**config.mk**
```make
export PLATFORM = sky130hd
export DESIGN_NAME = brlp_ctrl
export DESIGN_NICKNAME = d
export VERILOG_FILES = /design/src/logic/brlp_pkg.sv /design/src/logic/brlp_ctrl.sv
export SDC_FILE = /design/constraint.sdc
export NUM_CORES = 1
export LEC_CHECK = 0
export ABC_CLOCK_PERIOD_IN_PS = 3900
export BUFFER_PORTS_ARGS = -buffer_cell sky130_fd_sc_hd__buf_2
export CAP_MARGIN = 20
export CORE_AREA = 5 5 88 172
export CTS_CLUSTER_SIZE = 8
export DETAILED_ROUTE_END_ITERATION = 10
export DIE_AREA = 0 0 93 177
export GPL_TIMING_DRIVEN = 0
export PLACE_DENSITY_LB_ADDON = 0.05
export SLEW_MARGIN = 20
export SYNTH_ARGS = -nofsm -noshare
export SYNTH_HDL_FRONTEND = slang
export SYNTH_SLANG_ARGS = --single-unit
```
**constraint.sdc**
```tcl
create_clock -name clk -period 3.9 [get_ports clk]
set_clock_uncertainty 0.2 [all_clocks]
set_input_delay 0.585 -clock clk [delete_from_list [all_inputs] [get_ports clk]]
set_output_delay 0.585 -clock clk [all_outputs]
set_load 0.02 [all_outputs]
```
**src/logic/brlp_pkg.sv**
```systemverilog
// constants and types for the boot, reset and low-power controller
// assumes a single 100 MHz system clock feeding every register
package brlp_pkg;

  // system clock
  localparam real CLK_MHZ = 100.0;

  // rom boot watch window on the serial port, in seconds
  localparam real BOOT_WATCH_S = 1.4;
  localparam int BOOT_WATCH_CYC = int'(BOOT_WATCH_S * CLK_MHZ * 1.0e6);
  localparam int BOOT_CNT_W = 28;

  // slow clock rates, in kHz, and their periods in system cycles
  localparam real SLOW_FAST_KHZ = 32.0;
  localparam real SLOW_LOW_KHZ = 3.2;
  localparam int SLOW_FAST_CYC = int'(CLK_MHZ * 1.0e3 / SLOW_FAST_KHZ);
  localparam int SLOW_LOW_CYC = int'(CLK_MHZ * 1.0e3 / SLOW_LOW_KHZ);
  // no edge within two slow periods means the slow clock is absent
  localparam int SLOW_ABSENT_CYC = 2 * SLOW_LOW_CYC;
  localparam int DET_CNT_W = 17;
  // detection windows are one eighth of the period either side
  localparam int DET_TOL_SHIFT = 3;

  // internal 32 kHz divider from the system clock
  localparam logic [11:0] DIV_LAST = 12'(SLOW_FAST_CYC - 1);
  localparam logic [11:0] DIV_ZERO = 12'h000;

  // wake source layout: gpios first, then the fixed sources
  localparam int GPIO_N = 16;
  localparam int WAKE_USB = 16;
  localparam int WAKE_DBG_RX = 17;
  localparam int WAKE_HOST_RX = 18;
  localparam int WAKE_IRQ_A = 19;
  localparam int WAKE_IRQ_B = 20;
  localparam int WAKE_N = 21;

  localparam logic [15:0] ANCHOR_ZERO = 16'h0000;

  typedef enum logic [1:0] {
    BOOT_RESET,
    BOOT_ROM_WATCH,
    BOOT_ROM_LOAD,
    BOOT_FLASH
  } brlp_boot_e;

  typedef enum logic [1:0] {
    LP_ACTIVE,
    LP_SLEEP,
    LP_DEEP,
    LP_DEEP_XCHG
  } brlp_lp_e;

  typedef enum logic [1:0] {
    SLOW_NONE,
    SLOW_EXT32,
    SLOW_EXT3K2
  } brlp_rate_e;

  typedef enum logic [1:0] {
    SRC_XTAL,
    SRC_EXT32,
    SRC_EXT3K2,
    SRC_DIV
  } brlp_src_e;

endpackage : brlp_pkg

```
**src/logic/brlp_ctrl.sv**
```systemverilog
// boot source, reset, slow clock and low-power mode controller
// assumes all inputs synchronous to clk; clock gating is done outside
// from the enables driven here
`timescale 1ns/1ps
module brlp_ctrl #(
  parameter int BOOT_WATCH_CYC = brlp_pkg::BOOT_WATCH_CYC,
  parameter int SLOW_LOW_CYC = brlp_pkg::SLOW_LOW_CYC,
  parameter int SLOW_ABSENT_CYC = brlp_pkg::SLOW_ABSENT_CYC
) (
  input wire logic clk,
  input wire logic sys_rst,
  input wire logic boot_strap_in,
  input wire logic download_req_in,
  input wire logic download_done_in,
  input wire logic debug_tx_data_in,
  input wire logic host_tx_data_in,
  input wire logic debug_serial_rx_in,
  input wire logic host_serial_rx_in,
  input wire logic ext_irq_line_a,
  input wire logic ext_irq_line_b,
  input wire logic usb_wake_in,
  input wire logic [brlp_pkg::GPIO_N-1:0] gpio_in,
  input wire logic [brlp_pkg::GPIO_N-1:0] gpio_wake_en_in,
  input wire logic [brlp_pkg::GPIO_N-1:0] gpio_irq_en_in,
  input wire logic slow_clk_in,
  input wire logic xtal_clk_in,
  input wire logic sysclk_always_on_in,
  input wire logic usb_transport_in,
  input wire logic link_active_in,
  input wire logic sniff_park_in,
  input wire logic scan_enabled_in,
  input wire logic sched_idle_in,
  input wire logic host_link_lowpower_in,
  input wire logic exchange_done_in,
  input wire logic [15:0] anchor_interval_in,
  output logic debug_serial_tx_out,
  output logic debug_serial_tx_oe,
  output logic host_serial_tx_out,
  output logic host_serial_tx_oe,
  output logic fetch_en,
  output logic run_from_flash,
  output logic run_from_rom,
  output brlp_pkg::brlp_rate_e slow_rate,
  output brlp_pkg::brlp_src_e slow_src,
  output logic slow_tick,
  output logic [brlp_pkg::GPIO_N-1:0] gpio_irq,
  output logic sleep_mode,
  output logic deep_sleep_mode,
  output logic sysclk_req,
  output logic core_clk_en,
  output logic host_cmd_accept,
  output logic link_data_en
);
  import brlp_pkg::*;

  brlp_boot_e boot_ff;
  brlp_lp_e lp_ff;
  brlp_rate_e rate_ff;
  brlp_src_e src_ff;
  logic strap_ff;
  logic [BOOT_CNT_W-1:0] boot_cnt_ff;
  logic dbg_tx_ff, host_tx_ff, tx_oe_ff;
  logic fetch_ff, flash_ff, rom_ff;
  logic slow_prev_ff, xtal_prev_ff, tick_ff;
  logic [DET_CNT_W-1:0] per_cnt_ff;
  logic [11:0] div_ff;
  logic [WAKE_N-1:0] wake_prev_ff;
  logic wake_arm_ff;
  logic [WAKE_N-1:0] wake_now;
  logic [WAKE_N-1:0] wake_hit;
  logic [GPIO_N-1:0] gpio_irq_ff;
  logic [15:0] anchor_ff;
  logic anchor_due;
  logic any_wake, host_wake, deep_ok;
  logic slow_rise, xtal_rise, div_wrap;
  logic sleep_ff, deep_ff, clkreq_ff, core_en_ff, cmd_ff, data_ff;

  // detection limits sized to the period counter; BOOT_LAST sized to the boot counter
  localparam logic [DET_CNT_W-1:0] FAST_P = DET_CNT_W'(SLOW_FAST_CYC);
  localparam logic [DET_CNT_W-1:0] LOW_P = DET_CNT_W'(SLOW_LOW_CYC);
  localparam logic [DET_CNT_W-1:0] ABSENT_P = DET_CNT_W'(SLOW_ABSENT_CYC);
  localparam logic [DET_CNT_W-1:0] FAST_TOL = FAST_P >> DET_TOL_SHIFT;
  localparam logic [DET_CNT_W-1:0] LOW_TOL = LOW_P >> DET_TOL_SHIFT;
  localparam logic [BOOT_CNT_W-1:0] BOOT_LAST =
    BOOT_CNT_W'(BOOT_WATCH_CYC - 1);

  // boot sequencer: async reset holds the defaults so the first fetch
  // sees them; strap is caught on the first edge after release
  always_ff @(posedge clk or posedge sys_rst) begin
    if (sys_rst) begin
      boot_ff <= BOOT_RESET;
      strap_ff <= 1'b0;
      boot_cnt_ff <= '0;
    end else begin
      case (boot_ff)
        BOOT_RESET: begin
          strap_ff <= boot_strap_in;
          boot_cnt_ff <= '0;
          boot_ff <= boot_strap_in ? BOOT_FLASH : BOOT_ROM_WATCH;
        end
        BOOT_ROM_WATCH: begin
          boot_cnt_ff <= boot_cnt_ff + 1'b1;
          if (download_req_in) begin
            boot_ff <= BOOT_ROM_LOAD;
          end else if (boot_cnt_ff == BOOT_LAST) begin
            boot_ff <= BOOT_FLASH;
          end
        end
        BOOT_ROM_LOAD: begin
          // a download ends only by the loader or a new reset
          if (download_done_in) begin
            boot_ff <= BOOT_FLASH;
          end
        end
        BOOT_FLASH: boot_ff <= BOOT_FLASH;
        default: boot_ff <= BOOT_RESET;
      endcase
    end
  end

  // boot outputs and serial pins; oe stays low until the sequencer
  // has left its reset state, so no glitch drives the host line
  always_ff @(posedge clk or posedge sys_rst) begin
    if (sys_rst) begin
      tx_oe_ff <= 1'b0;
      dbg_tx_ff <= 1'b1;
      host_tx_ff <= 1'b1;
      fetch_ff <= 1'b0;
      flash_ff <= 1'b0;
      rom_ff <= 1'b0;
    end else begin
      tx_oe_ff <= (boot_ff != BOOT_RESET);
      dbg_tx_ff <= debug_tx_data_in;
      host_tx_ff <= host_tx_data_in;
      fetch_ff <= (boot_ff != BOOT_RESET);
      flash_ff <= (boot_ff == BOOT_FLASH);
      rom_ff <= (boot_ff == BOOT_ROM_WATCH) || (boot_ff == BOOT_ROM_LOAD);
    end
  end

  // slow clock edge detectors and internal divider
  assign slow_rise = slow_clk_in && !slow_prev_ff;
  assign xtal_rise = xtal_clk_in && !xtal_prev_ff;
  assign div_wrap = (div_ff == DIV_LAST);

  always_ff @(posedge clk or posedge sys_rst) begin
    if (sys_rst) begin
      slow_prev_ff <= 1'b0;
      xtal_prev_ff <= 1'b0;
      div_ff <= DIV_ZERO;
    end else begin
      slow_prev_ff <= slow_clk_in;
      xtal_prev_ff <= xtal_clk_in;
      div_ff <= div_wrap ? DIV_ZERO : div_ff + 1'b1;
    end
  end

  // period measurement; a single stray period reclassifies, which
  // trades noise immunity for a fast answer after a clock change
  always_ff @(posedge clk or posedge sys_rst) begin
    if (sys_rst) begin
      per_cnt_ff <= '0;
      rate_ff <= SLOW_NONE;
    end else if (slow_rise) begin
      per_cnt_ff <= '0;
      if (per_cnt_ff >= FAST_P - FAST_TOL &&
          per_cnt_ff <= FAST_P + FAST_TOL) begin
        rate_ff <= SLOW_EXT32;
      end else if (per_cnt_ff >= LOW_P - LOW_TOL &&
                   per_cnt_ff <= LOW_P + LOW_TOL) begin
        rate_ff <= SLOW_EXT3K2;
      end else begin
        rate_ff <= SLOW_NONE;
      end
    end else if (per_cnt_ff >= ABSENT_P) begin
      rate_ff <= SLOW_NONE;
    end else begin
      per_cnt_ff <= per_cnt_ff + 1'b1;
    end
  end

  // reference selection and the tick that paces low-power logic
  always_ff @(posedge clk or posedge sys_rst) begin
    if (sys_rst) begin
      src_ff <= SRC_XTAL;
      tick_ff <= 1'b0;
    end else begin
      case (rate_ff)
        SLOW_EXT32: src_ff <= SRC_EXT32;
        SLOW_EXT3K2: src_ff <= SRC_EXT3K2;
        default: src_ff <= sysclk_always_on_in ? SRC_DIV : SRC_XTAL;
      endcase
      case (src_ff)
        SRC_EXT32, SRC_EXT3K2: tick_ff <= slow_rise;
        SRC_DIV: tick_ff <= div_wrap;
        default: tick_ff <= xtal_rise;
      endcase
    end
  end

  // wake sources: gpios only when enabled, the rest always
  assign wake_now = {ext_irq_line_b, ext_irq_line_a, host_serial_rx_in,
                     debug_serial_rx_in, usb_wake_in, gpio_in};

  generate
    for (genvar i = 0; i < WAKE_N; i++) begin : g_wake
      if (i < GPIO_N) begin : g_gpio
        // any gpio edge wakes or interrupts
        assign wake_hit[i] = gpio_wake_en_in[i] && wake_arm_ff &&
                             (wake_now[i] != wake_prev_ff[i]);
        always_ff @(posedge clk or posedge sys_rst) begin
          if (sys_rst) begin
            gpio_irq_ff[i] <= 1'b0;
          end else begin
            gpio_irq_ff[i] <= gpio_irq_en_in[i] && wake_arm_ff &&
                              (wake_now[i] != wake_prev_ff[i]);
          end
        end
      end else if (i == WAKE_DBG_RX || i == WAKE_HOST_RX) begin : g_rx
        // serial lines idle high; a start bit falls
        assign wake_hit[i] = wake_prev_ff[i] && !wake_now[i];
      end else begin : g_lvl
        assign wake_hit[i] = wake_now[i] && !wake_prev_ff[i];
      end
    end
  endgenerate

  // the reset pattern is only a guess at the gpio levels, so gpio
  // edges are ignored until one real sample has been taken
  always_ff @(posedge clk or posedge sys_rst) begin
    if (sys_rst) begin
      wake_prev_ff <= {WAKE_N{1'b1}};
      wake_arm_ff <= 1'b0;
    end else begin
      wake_prev_ff <= wake_now;
      wake_arm_ff <= 1'b1;
    end
  end

  assign any_wake = |wake_hit;
  assign host_wake = wake_hit[WAKE_HOST_RX];

  // anchor scheduler counted in slow ticks, so it keeps time while
  // the system clock is gated; the interval is in ticks of the
  // selected reference and firmware scales it for 3.2 kHz
  assign anchor_due = tick_ff && (anchor_interval_in != ANCHOR_ZERO) &&
                      (sniff_park_in || scan_enabled_in) &&
                      (anchor_ff == anchor_interval_in - 1'b1);

  always_ff @(posedge clk or posedge sys_rst) begin
    if (sys_rst) begin
      anchor_ff <= ANCHOR_ZERO;
    end else if (!(sniff_park_in || scan_enabled_in) || anchor_due) begin
      anchor_ff <= ANCHOR_ZERO;
    end else if (tick_ff) begin
      anchor_ff <= anchor_ff + 1'b1;
    end
  end

  // deep sleep needs a quiet host link, no usb and no live link
  assign deep_ok = host_link_lowpower_in && !usb_transport_in &&
                   !link_active_in;

  // mode machine: entry into low power waits for a slow tick, exits
  // are immediate, except that LP_DEEP_XCHG ignores every wake but the host one
  always_ff @(posedge clk or posedge sys_rst) begin
    if (sys_rst) begin
      lp_ff <= LP_ACTIVE;
    end else begin
      case (lp_ff)
        LP_ACTIVE: begin
          if (boot_ff == BOOT_FLASH && tick_ff &&
              (sched_idle_in || sniff_park_in)) begin
            lp_ff <= LP_SLEEP;
          end
        end
        LP_SLEEP: begin
          if (any_wake || anchor_due || !sched_idle_in) begin
            lp_ff <= LP_ACTIVE;
          end else if (tick_ff && deep_ok) begin
            lp_ff <= LP_DEEP;
          end
        end
        LP_DEEP: begin
          if (host_wake || any_wake || !deep_ok) begin
            lp_ff <= LP_SLEEP;
          end else if (anchor_due) begin
            lp_ff <= LP_DEEP_XCHG;
          end
        end
        LP_DEEP_XCHG: begin
          if (host_wake || !deep_ok) begin
            lp_ff <= LP_SLEEP;
          end else if (exchange_done_in) begin
            lp_ff <= LP_DEEP;
          end
        end
        default: lp_ff <= LP_ACTIVE;
      endcase
    end
  end

  // clock and service enables decoded from the current mode
  always_ff @(posedge clk or posedge sys_rst) begin
    if (sys_rst) begin
      sleep_ff <= 1'b0;
      deep_ff <= 1'b0;
      clkreq_ff <= 1'b1;
      core_en_ff <= 1'b1;
      cmd_ff <= 1'b1;
      data_ff <= 1'b1;
    end else begin
      sleep_ff <= (lp_ff == LP_SLEEP);
      deep_ff <= (lp_ff == LP_DEEP);
      clkreq_ff <= (lp_ff != LP_DEEP);
      core_en_ff <= (lp_ff == LP_ACTIVE) || (lp_ff == LP_DEEP_XCHG);
      cmd_ff <= (lp_ff == LP_ACTIVE) || (lp_ff == LP_SLEEP);
      data_ff <= (lp_ff != LP_DEEP);
    end
  end

  assign debug_serial_tx_out = dbg_tx_ff;
  assign debug_serial_tx_oe = tx_oe_ff;
  assign host_serial_tx_out = host_tx_ff;
  assign host_serial_tx_oe = tx_oe_ff;
  assign fetch_en = fetch_ff;
  assign run_from_flash = flash_ff;
  assign run_from_rom = rom_ff;
  assign slow_rate = rate_ff;
  assign slow_src = src_ff;
  assign slow_tick = tick_ff;
  assign gpio_irq = gpio_irq_ff;
  assign sleep_mode = sleep_ff;
  assign deep_sleep_mode = deep_ff;
  assign sysclk_req = clkreq_ff;
  assign core_clk_en = core_en_ff;
  assign host_cmd_accept = cmd_ff;
  assign link_data_en = data_ff;
endmodule : brlp_ctrl

```
==> impl_metrics.csv, run 1 <==
group,metric,value,unit
layout,mostFrequentLayoutCells,"buf_2 (121), dfrtp_1 (106), nor2_1 (80)",
global_route,antenna_found_initial,0,
detailed_routing,vias_per_cell,5.342,
synthesis,yosys-top-cells-area,"dfrtp_1 (40%), dfstp_2 (10%), xor2_1 (5.6%)",
flow_run,drv_cap,0,
power_and_ir_drop,p_leak,3.843,nW
global_route,grt_pass1_vias,5034,
synthesis,syn_nets,782,
timing,finalSetupViolCount,0,
global_route,grt_pass1_wl,25010,um
layout,final_common_cell,"buf_2",
clocking,cts_buffers,17,
timing,worst_slack,0.6868,ns
synthesis,synth_top_flop_cell,"dfrtp_1",
timing,tightest_slew,0.8654,ns
die,die_h,177,um
clocking,cts_sinks,132,
worst_setup_path,start_kind,"input pin",
layout,multi_input_area,3139,sq um
worst_setup_path,reg2reg_slack,1.04,ns
layout,regArea,3336,sq um
timing,rsz0062_at_grt,"false",
synthesis,yosys.area.top_type,"dfrtp_1",
clocking,post_cts_buffers,0,
synthesis,avgSynthCellArea,9.926,sq um
clocking,root_buffer,"clkbuf_16",
power_and_ir_drop,power_frac_comb,13.2,%
power_and_ir_drop,p_int,2.499,mW
worst_setup_path,worst-path-max-fanout,10,
power_and_ir_drop,swShare,28.50,%
synthesis,synth_seq_cells,132,
clocking,cts_tree,"yes",
layout,area_delta_synth_final,21.54,%
worst_setup_path,worst_ep_required_time,4.00,ns
detailed_routing,post-route-drc-count,0,
worst_hold_path,hold_start,"debug_tx_data_in",
global_route,grt_usage,19.19,%
synthesis,yosysSeqAreaShare,49.71,%
placed_design,port_buffers,119,
clocking,path_clk_slew,0.06,ns
synthesis,synth_area,6710,sq um
die,ios,120,
die,die_width,93,um
global_route,use_met2,29.13,%
timing,period_share,82.39,%
detailed_routing,antenna_left,0,
power_and_ir_drop,clkPwrFrac,43.2,%
layout,nets,925,
timing,max_freq,0.3112,GHz
die,rows,61,
detailed_routing,first_pass_iters,4,
die,dieArea,16460,sq um
clocking,cts_htree_levels,4,
placed_design,place_ws,0.2733,ns
status,status,"completed",
synthesis,ys_types,67,
worst_setup_path,worstRegToRegCells,10,
power_and_ir_drop,peakVddDrop,303.9,uV
layout,n_antenna_cell,0,
worst_setup_path,arrival,3.31,ns
timing,whs,0.06999,ns
layout,fillers,1218,
die,start_util,48.84,%
detailed_routing,drt-total-wl,15090,um
clocking,cts_max_path_buffers,2,
timing,min_period,3.213,ns
power_and_ir_drop,seqPwrFrac,43.6,%
global_route,overflow,0,
worst_setup_path,end_kind,"flip-flop",
global_route,use_met1,27.36,%
layout,drive_gt1_share,24.76,%
worst_hold_path,min_path_cells,1,
detailed_routing,drtIter0Drc,272,
timing,relSlewSlack,41.82,%
global_route,grt_most_used_layer,"met2",
worst_hold_path,min_path_type,"input pin to flip-flop",
clocking,cts_resized,0,
worst_setup_path,rr_startpoint,"boot_ff[1]$_DFFE_PP0P_",
synthesis,ys_async_sr_fraction,100.0,%
die,coreArea,13740,sq um
clocking,insertion_delay,0.41,ns
timing,slew_viol_final,0,
synthesis,synth_top_area_share,39.53,%
worst_hold_path,min_to,"debug_serial_tx_out$_DFF_PP1_",
power_and_ir_drop,p_sw,0.9960,mW
timing,setup_tns,0,ns
synthesis,synth_warnings,0,
placed_design,globalplace.congestion,0.8757,
detailed_routing,wire_per_inst,15.26,um
synthesis,netlist_instances,676,
placed_design,dp_hpwl,11420,um
detailed_routing,vias,5283,
timing,hold_viol,0,
worst_setup_path,path_class,"input pin to flip-flop",
power_and_ir_drop,powerDensity,428.6,nW/um^2
synthesis,synth_edf_count,0,
worst_setup_path,reg2reg_to,"boot_cnt_ff[27]$_DFFE_PP0P_",
global_route,grt_use_met3,4.511,%
global_route,grt_max_degree,35,
[synthesized netlist by cell type, drive strengths merged, types with 3 or more instances]
cell type / instances
o21ai: 28
nor3b: 3
a31oi: 7
nand2b: 7
a22oi: 9
and3: 26
and2: 3
o22ai: 3
o31ai: 11
xor2: 43
mux2i: 9
or4: 6
xnor2: 26
o211ai: 7
buf: 6
nand3: 40
nand2: 53
nor2: 80
ha: 20
a21o: 5
nor4: 10
nand3b: 4
nor2b: 6
clkbuf: 18
dfrtp: 106
a21oi: 16
nor3: 11
nand4: 20
dfstp: 26
inv: 35
[cell type report]
type / count / area share (%)
Buffer: 24 / 1.273
Clock buffer: 17 / 5.216
Clock inverter: 15 / 1.642
Inverter: 35 / 1.657
Multi-Input combinational cell: 485 / 38.49
Sequential cell: 132 / 40.90
Tap cell: 157 / 2.409
Timing Repair Buffer: 124 / 8.407
[critical path: stages]
cell       delay [ns]
buf_2            0.13
inv_1            0.08
ha_1             0.17
nor2b_1          0.33
nand2_1          0.19
o41ai_1          0.38
nand3_1          0.14
a2111oi_1        0.48
nand3_1          0.23
o21ai_2          0.20
buf_2            0.31
nor2_1           0.08
[stage by stage]
step                instance area (sq um)  power, mW  util, %  std cells
global route                         8155      3.675    59.36        989
finish                               8155      3.495    59.36        989
global placement                     7506      1.999    54.64        952
floorplan                            6714      1.835        -        676
detailed placement                   7586      2.016    55.22        956
CTS                                  8155      3.550    59.36        989
[sequential cells by signal, summed over array words and instances, names as in the netlist, 2 cells and up]
name          count
gpio_irq         16
per_cnt_ff       17
anchor_ff        16
lp_ff             2
boot_cnt_ff      28
wake_prev_ff     21
div_ff           12
boot_ff           2
slow_rate         2
slow_src          2
[how the worst max path moves through the flow]
stage | from | to | slack [ns] | cells after the start
final | anchor_interval_in[0] | anchor_ff[15]$_DFFE_PP0P_ | 0.69 | 12
after global routing | anchor_interval_in[0] | anchor_ff[11]$_DFFE_PP0P_ | 0.50 | 12
after CTS | anchor_interval_in[0] | anchor_ff[11]$_DFFE_PP0P_ | 0.70 | 12
after detailed placement | anchor_interval_in[0] | anchor_ff[11]$_DFFE_PP0P_ | 0.27 | 12
after global placement | anchor_interval_in[0] | anchor_ff[15]$_DFFE_PP0P_ | 0.31 | 12
after floorplan | anchor_interval_in[0] | anchor_ff[0]$_DFFE_PP0P_ | 1.07 | 10
[logic make-up (layout without fill, tap and decap cells)]
kind of cell	count (synthesis)	after routing	synth area share (%)
AOI/OAI and AO/OA	109	109	11.28
buffers and inverters	59	215	3.505
other	1	1	0.05589
muxes	9	9	1.343
adders and majority gates	21	21	3.878
DFF	132	132	49.71
and+or+nand+nor	276	276	21.22
xor gates and xnor gates	69	69	9.006
[power groups by stage]
| stage | registers, mW | logic [mW] | clock network [mW] |
|---|---|---|---|
| finish | 1.52 | 0.463 | 1.51 |
| global route | 1.53 | 0.517 | 1.62 |
| CTS | 1.52 | 0.470 | 1.55 |
| detailed placement | 1.55 | 0.466 | 0 |
| global placement | 1.55 | 0.451 | 0 |
| floorplan | 1.58 | 0.252 | 0 |
[per-layer routing]
layer  wire, um  share of wire (%)
met5          0                  0
met1       7049                 47
met2       7098                 47
met3        803                5.3
met4        140               0.93
[timing repair]
item,CTS,global route
endpoints found under the setup margin,0,0
hold buffers,1,0
endpoints found under the hold margin,9,0
(Power assumes the default switching activity.)
==> run 2, diff against run 1 <==
--- a/config.mk
+++ b/config.mk
@@ -5,7 +5,7 @@
 export SDC_FILE = /design/constraint.sdc
 export NUM_CORES = 1
 export LEC_CHECK = 0
-export ABC_CLOCK_PERIOD_IN_PS = 3900
+export ABC_CLOCK_PERIOD_IN_PS = 3250
 export BUFFER_PORTS_ARGS = -buffer_cell sky130_fd_sc_hd__buf_2
 export CAP_MARGIN = 20
 export CORE_AREA = 5 5 88 172
==> constraint.sdc (replaced) <==
create_clock -name clk -period 3.25 [get_ports clk]
set_clock_uncertainty 0.2 [all_clocks]
set_input_delay 0.4875 -clock clk [delete_from_list [all_inputs] [get_ports clk]]
set_output_delay 0.4875 -clock clk [all_outputs]
set_load 0.02 [all_outputs]
==> impl_metrics.csv, run 2 (same netlist as run 1, synthesis figures left out) <==
group,metric,value,unit
worst_setup_path,path_cells,"buf_2 > inv_1 > ha_1 > nor2b_1 > nand2_1 > o41ai_1 > nand3_1 > a2111oi_2 > nand3_1 > o21ai_2 > buf_2 > nor2_1",
die,coreArea,13740,sq um
worst_setup_path,path_class,"input pin to flip-flop",
placed_design,dp_hpwl,11420,um
timing,max_freq,0.3352,GHz
worst_setup_path,worst_ep_required_time,3.35,ns
worst_setup_path,arrival,3.09,ns
clocking,insertion_delay,0.42,ns
layout,n_antenna_cell,0,
power_and_ir_drop,total_power,4.222,mW
die,die_h,177,um
die,rows,61,
detailed_routing,vias_per_cell,5.315,
clocking,cts_htree_levels,4,
timing,finalSetupViolCount,0,
clocking,cts_tree,"yes",
power_and_ir_drop,powerDensity,502.0,nW/um^2
placed_design,dp.cells,956,
layout,mostFrequentLayoutCells,"buf_2 (121), dfrtp_1 (106), nor2_1 (80)",
clocking,path_clk_slew,0.06,ns
detailed_routing,post-route-drc-count,0,
layout,stdcell_area,8411,sq um
detailed_routing,vias,5389,
timing,tightest_slew,0.8873,ns
layout,final_common_cell,"buf_2",
power_and_ir_drop,peakVddDrop,368.5,uV
global_route,overflow,0,
clocking,cts_max_path_buffers,2,
layout,final_cells,1014,
status,status,"completed",
timing,relSlewSlack,40.36,%
timing,whs,0.09301,ns
placed_design,globalplace.congestion,0.8757,
power_and_ir_drop,p_leak,3.948,nW
die,start_util,48.84,%
worst_setup_path,worst-path-max-fanout,10,
clocking,cts_sinks,132,
layout,nets,950,
global_route,antenna_found_initial,0,
worst_setup_path,slowest_stage,"o41ai_1",
worst_hold_path,min_path_type,"input pin to flip-flop",
global_route,grt_pass1_wl,25470,um
layout,largest_register_ffs,28,
global_route,grt_pass1_vias,5148,
detailed_routing,antenna_left,0,
clocking,post_cts_buffers,0,
placed_design,place_area,7586,sq um
layout,reg_top3,"boot_cnt_ff (28), wake_prev_ff (21), per_cnt_ff (17)",
detailed_routing,drtIter0Drc,273,
clocking,root_buffer,"clkbuf_16",
detailed_routing,wire_per_inst,15.26,um
timing,period_share,91.80,%
detailed_routing,first_pass_iters,5,
timing,slew_viol_final,0,
layout,fillers,1176,
detailed_routing,drt-total-wl,15480,um
timing,hold_viol,0,
timing,min_period,2.983,ns
placed_design,port_buffers,119,
layout,drive_gt1_share,24.15,%
timing,rsz0062_at_grt,"false",
global_route,grt_max_degree,35,
clocking,cts_buffers,17,
worst_setup_path,critPathMaxStageDelay,0.40,ns
layout,area_delta_synth_final,25.34,%
flow_run,drv_cap,0,
worst_setup_path,start_kind,"input pin",
die,dieArea,16460,sq um
worst_setup_path,end_kind,"flip-flop",
global_route,grt_usage,19.53,%
die,die_width,93,um
die,ios,120,
layout,regMostFlops,"boot_cnt_ff",
-- run 2: cell count changes in the layout (fill, tap and decap cells not counted), sizes merged --
cell         before  now
dlygate4sd3       1   26
-- run 2: worst paths after layout --
path / start / slack, ns / end / cells after the start
max in group asynchronous: sys_rst / 1.71 / wake_prev_ff[20]$_DFF_PP1_ / 5
min in group asynchronous: sys_rst / 0.37 / per_cnt_ff[4]$_DFFE_PP0P_ / 3
worst min-delay path: sysclk_always_on_in / 0.09 / slow_src[1]$_DFF_PP0_ / 3
worst max-delay path: anchor_interval_in[0] / 0.27 / anchor_ff[15]$_DFFE_PP0P_ / 12
worst max register to register: boot_ff[1]$_DFFE_PP0P_ / 0.38 / boot_cnt_ff[27]$_DFFE_PP0P_ / 10
worst min register to register: boot_cnt_ff[27]$_DFFE_PP0P_ / 0.28 / boot_cnt_ff[27]$_DFFE_PP0P_ / 1
-- run 2: where the power goes --
| group | leakage (nW) | internal [mW] | switching [mW] |
|---|---|---|---|
| Combinational | 1.99 | 0.247 | 0.334 |
| Sequential | 1.68 | 1.76 | 0.0656 |
| Clock | 0.271 | 1.01 | 0.804 |
-- run 2: final cells by class --
class                      instances  area (sq um)  share of cell area (%)
clock buffer                      17         425.4                   5.058
timing repair buffer             149         935.9                   11.13
buffer                            24         103.9                   1.235
clock inverter                    15         133.9                   1.592
tap                              157         196.4                   2.336
sequential                       132          3336                   39.66
inverter                          35         135.1                   1.607
multi-input combinational        485          3144                   37.38
-- run 2: repair_timing --
item | 4_1_cts | 5_1_grt
hold buffers | 26 | 0
endpoints found under the setup margin | 0 | 10
resized for setup | 0 | 1
hold endpoints to repair | 34 | 0
-- run 2: worst max-delay path, delay by kind of cell --
kind / cells / cell delay [ns]
buffers and inverters: 3 / 0.52
adders and majority gates: 1 / 0.17
and+or+nand+nor: 5 / 1.00
AOI/OAI and AO/OA: 3 / 0.91
-- run 2: per-layer routing --
metal | routed length (um) | GRT usage, %
met1 | 7155 | 27.66
met2 | 7284 | 29.97
met3 | 881 | 4.468
met4 | 155 | 5.810
met5 | 0 | 0
-- run 2: metrics by stage --
stage	setup WS (ns)	util, %	TNS, ns
floorplan	0.5132	-	0
global placement	-0.2449	54.64	-2.445
detailed placement	-0.2792	55.22	-2.912
CTS	0.1492	61.18	0
global route	0.07076	61.22	0
finish	0.2666	61.22	0
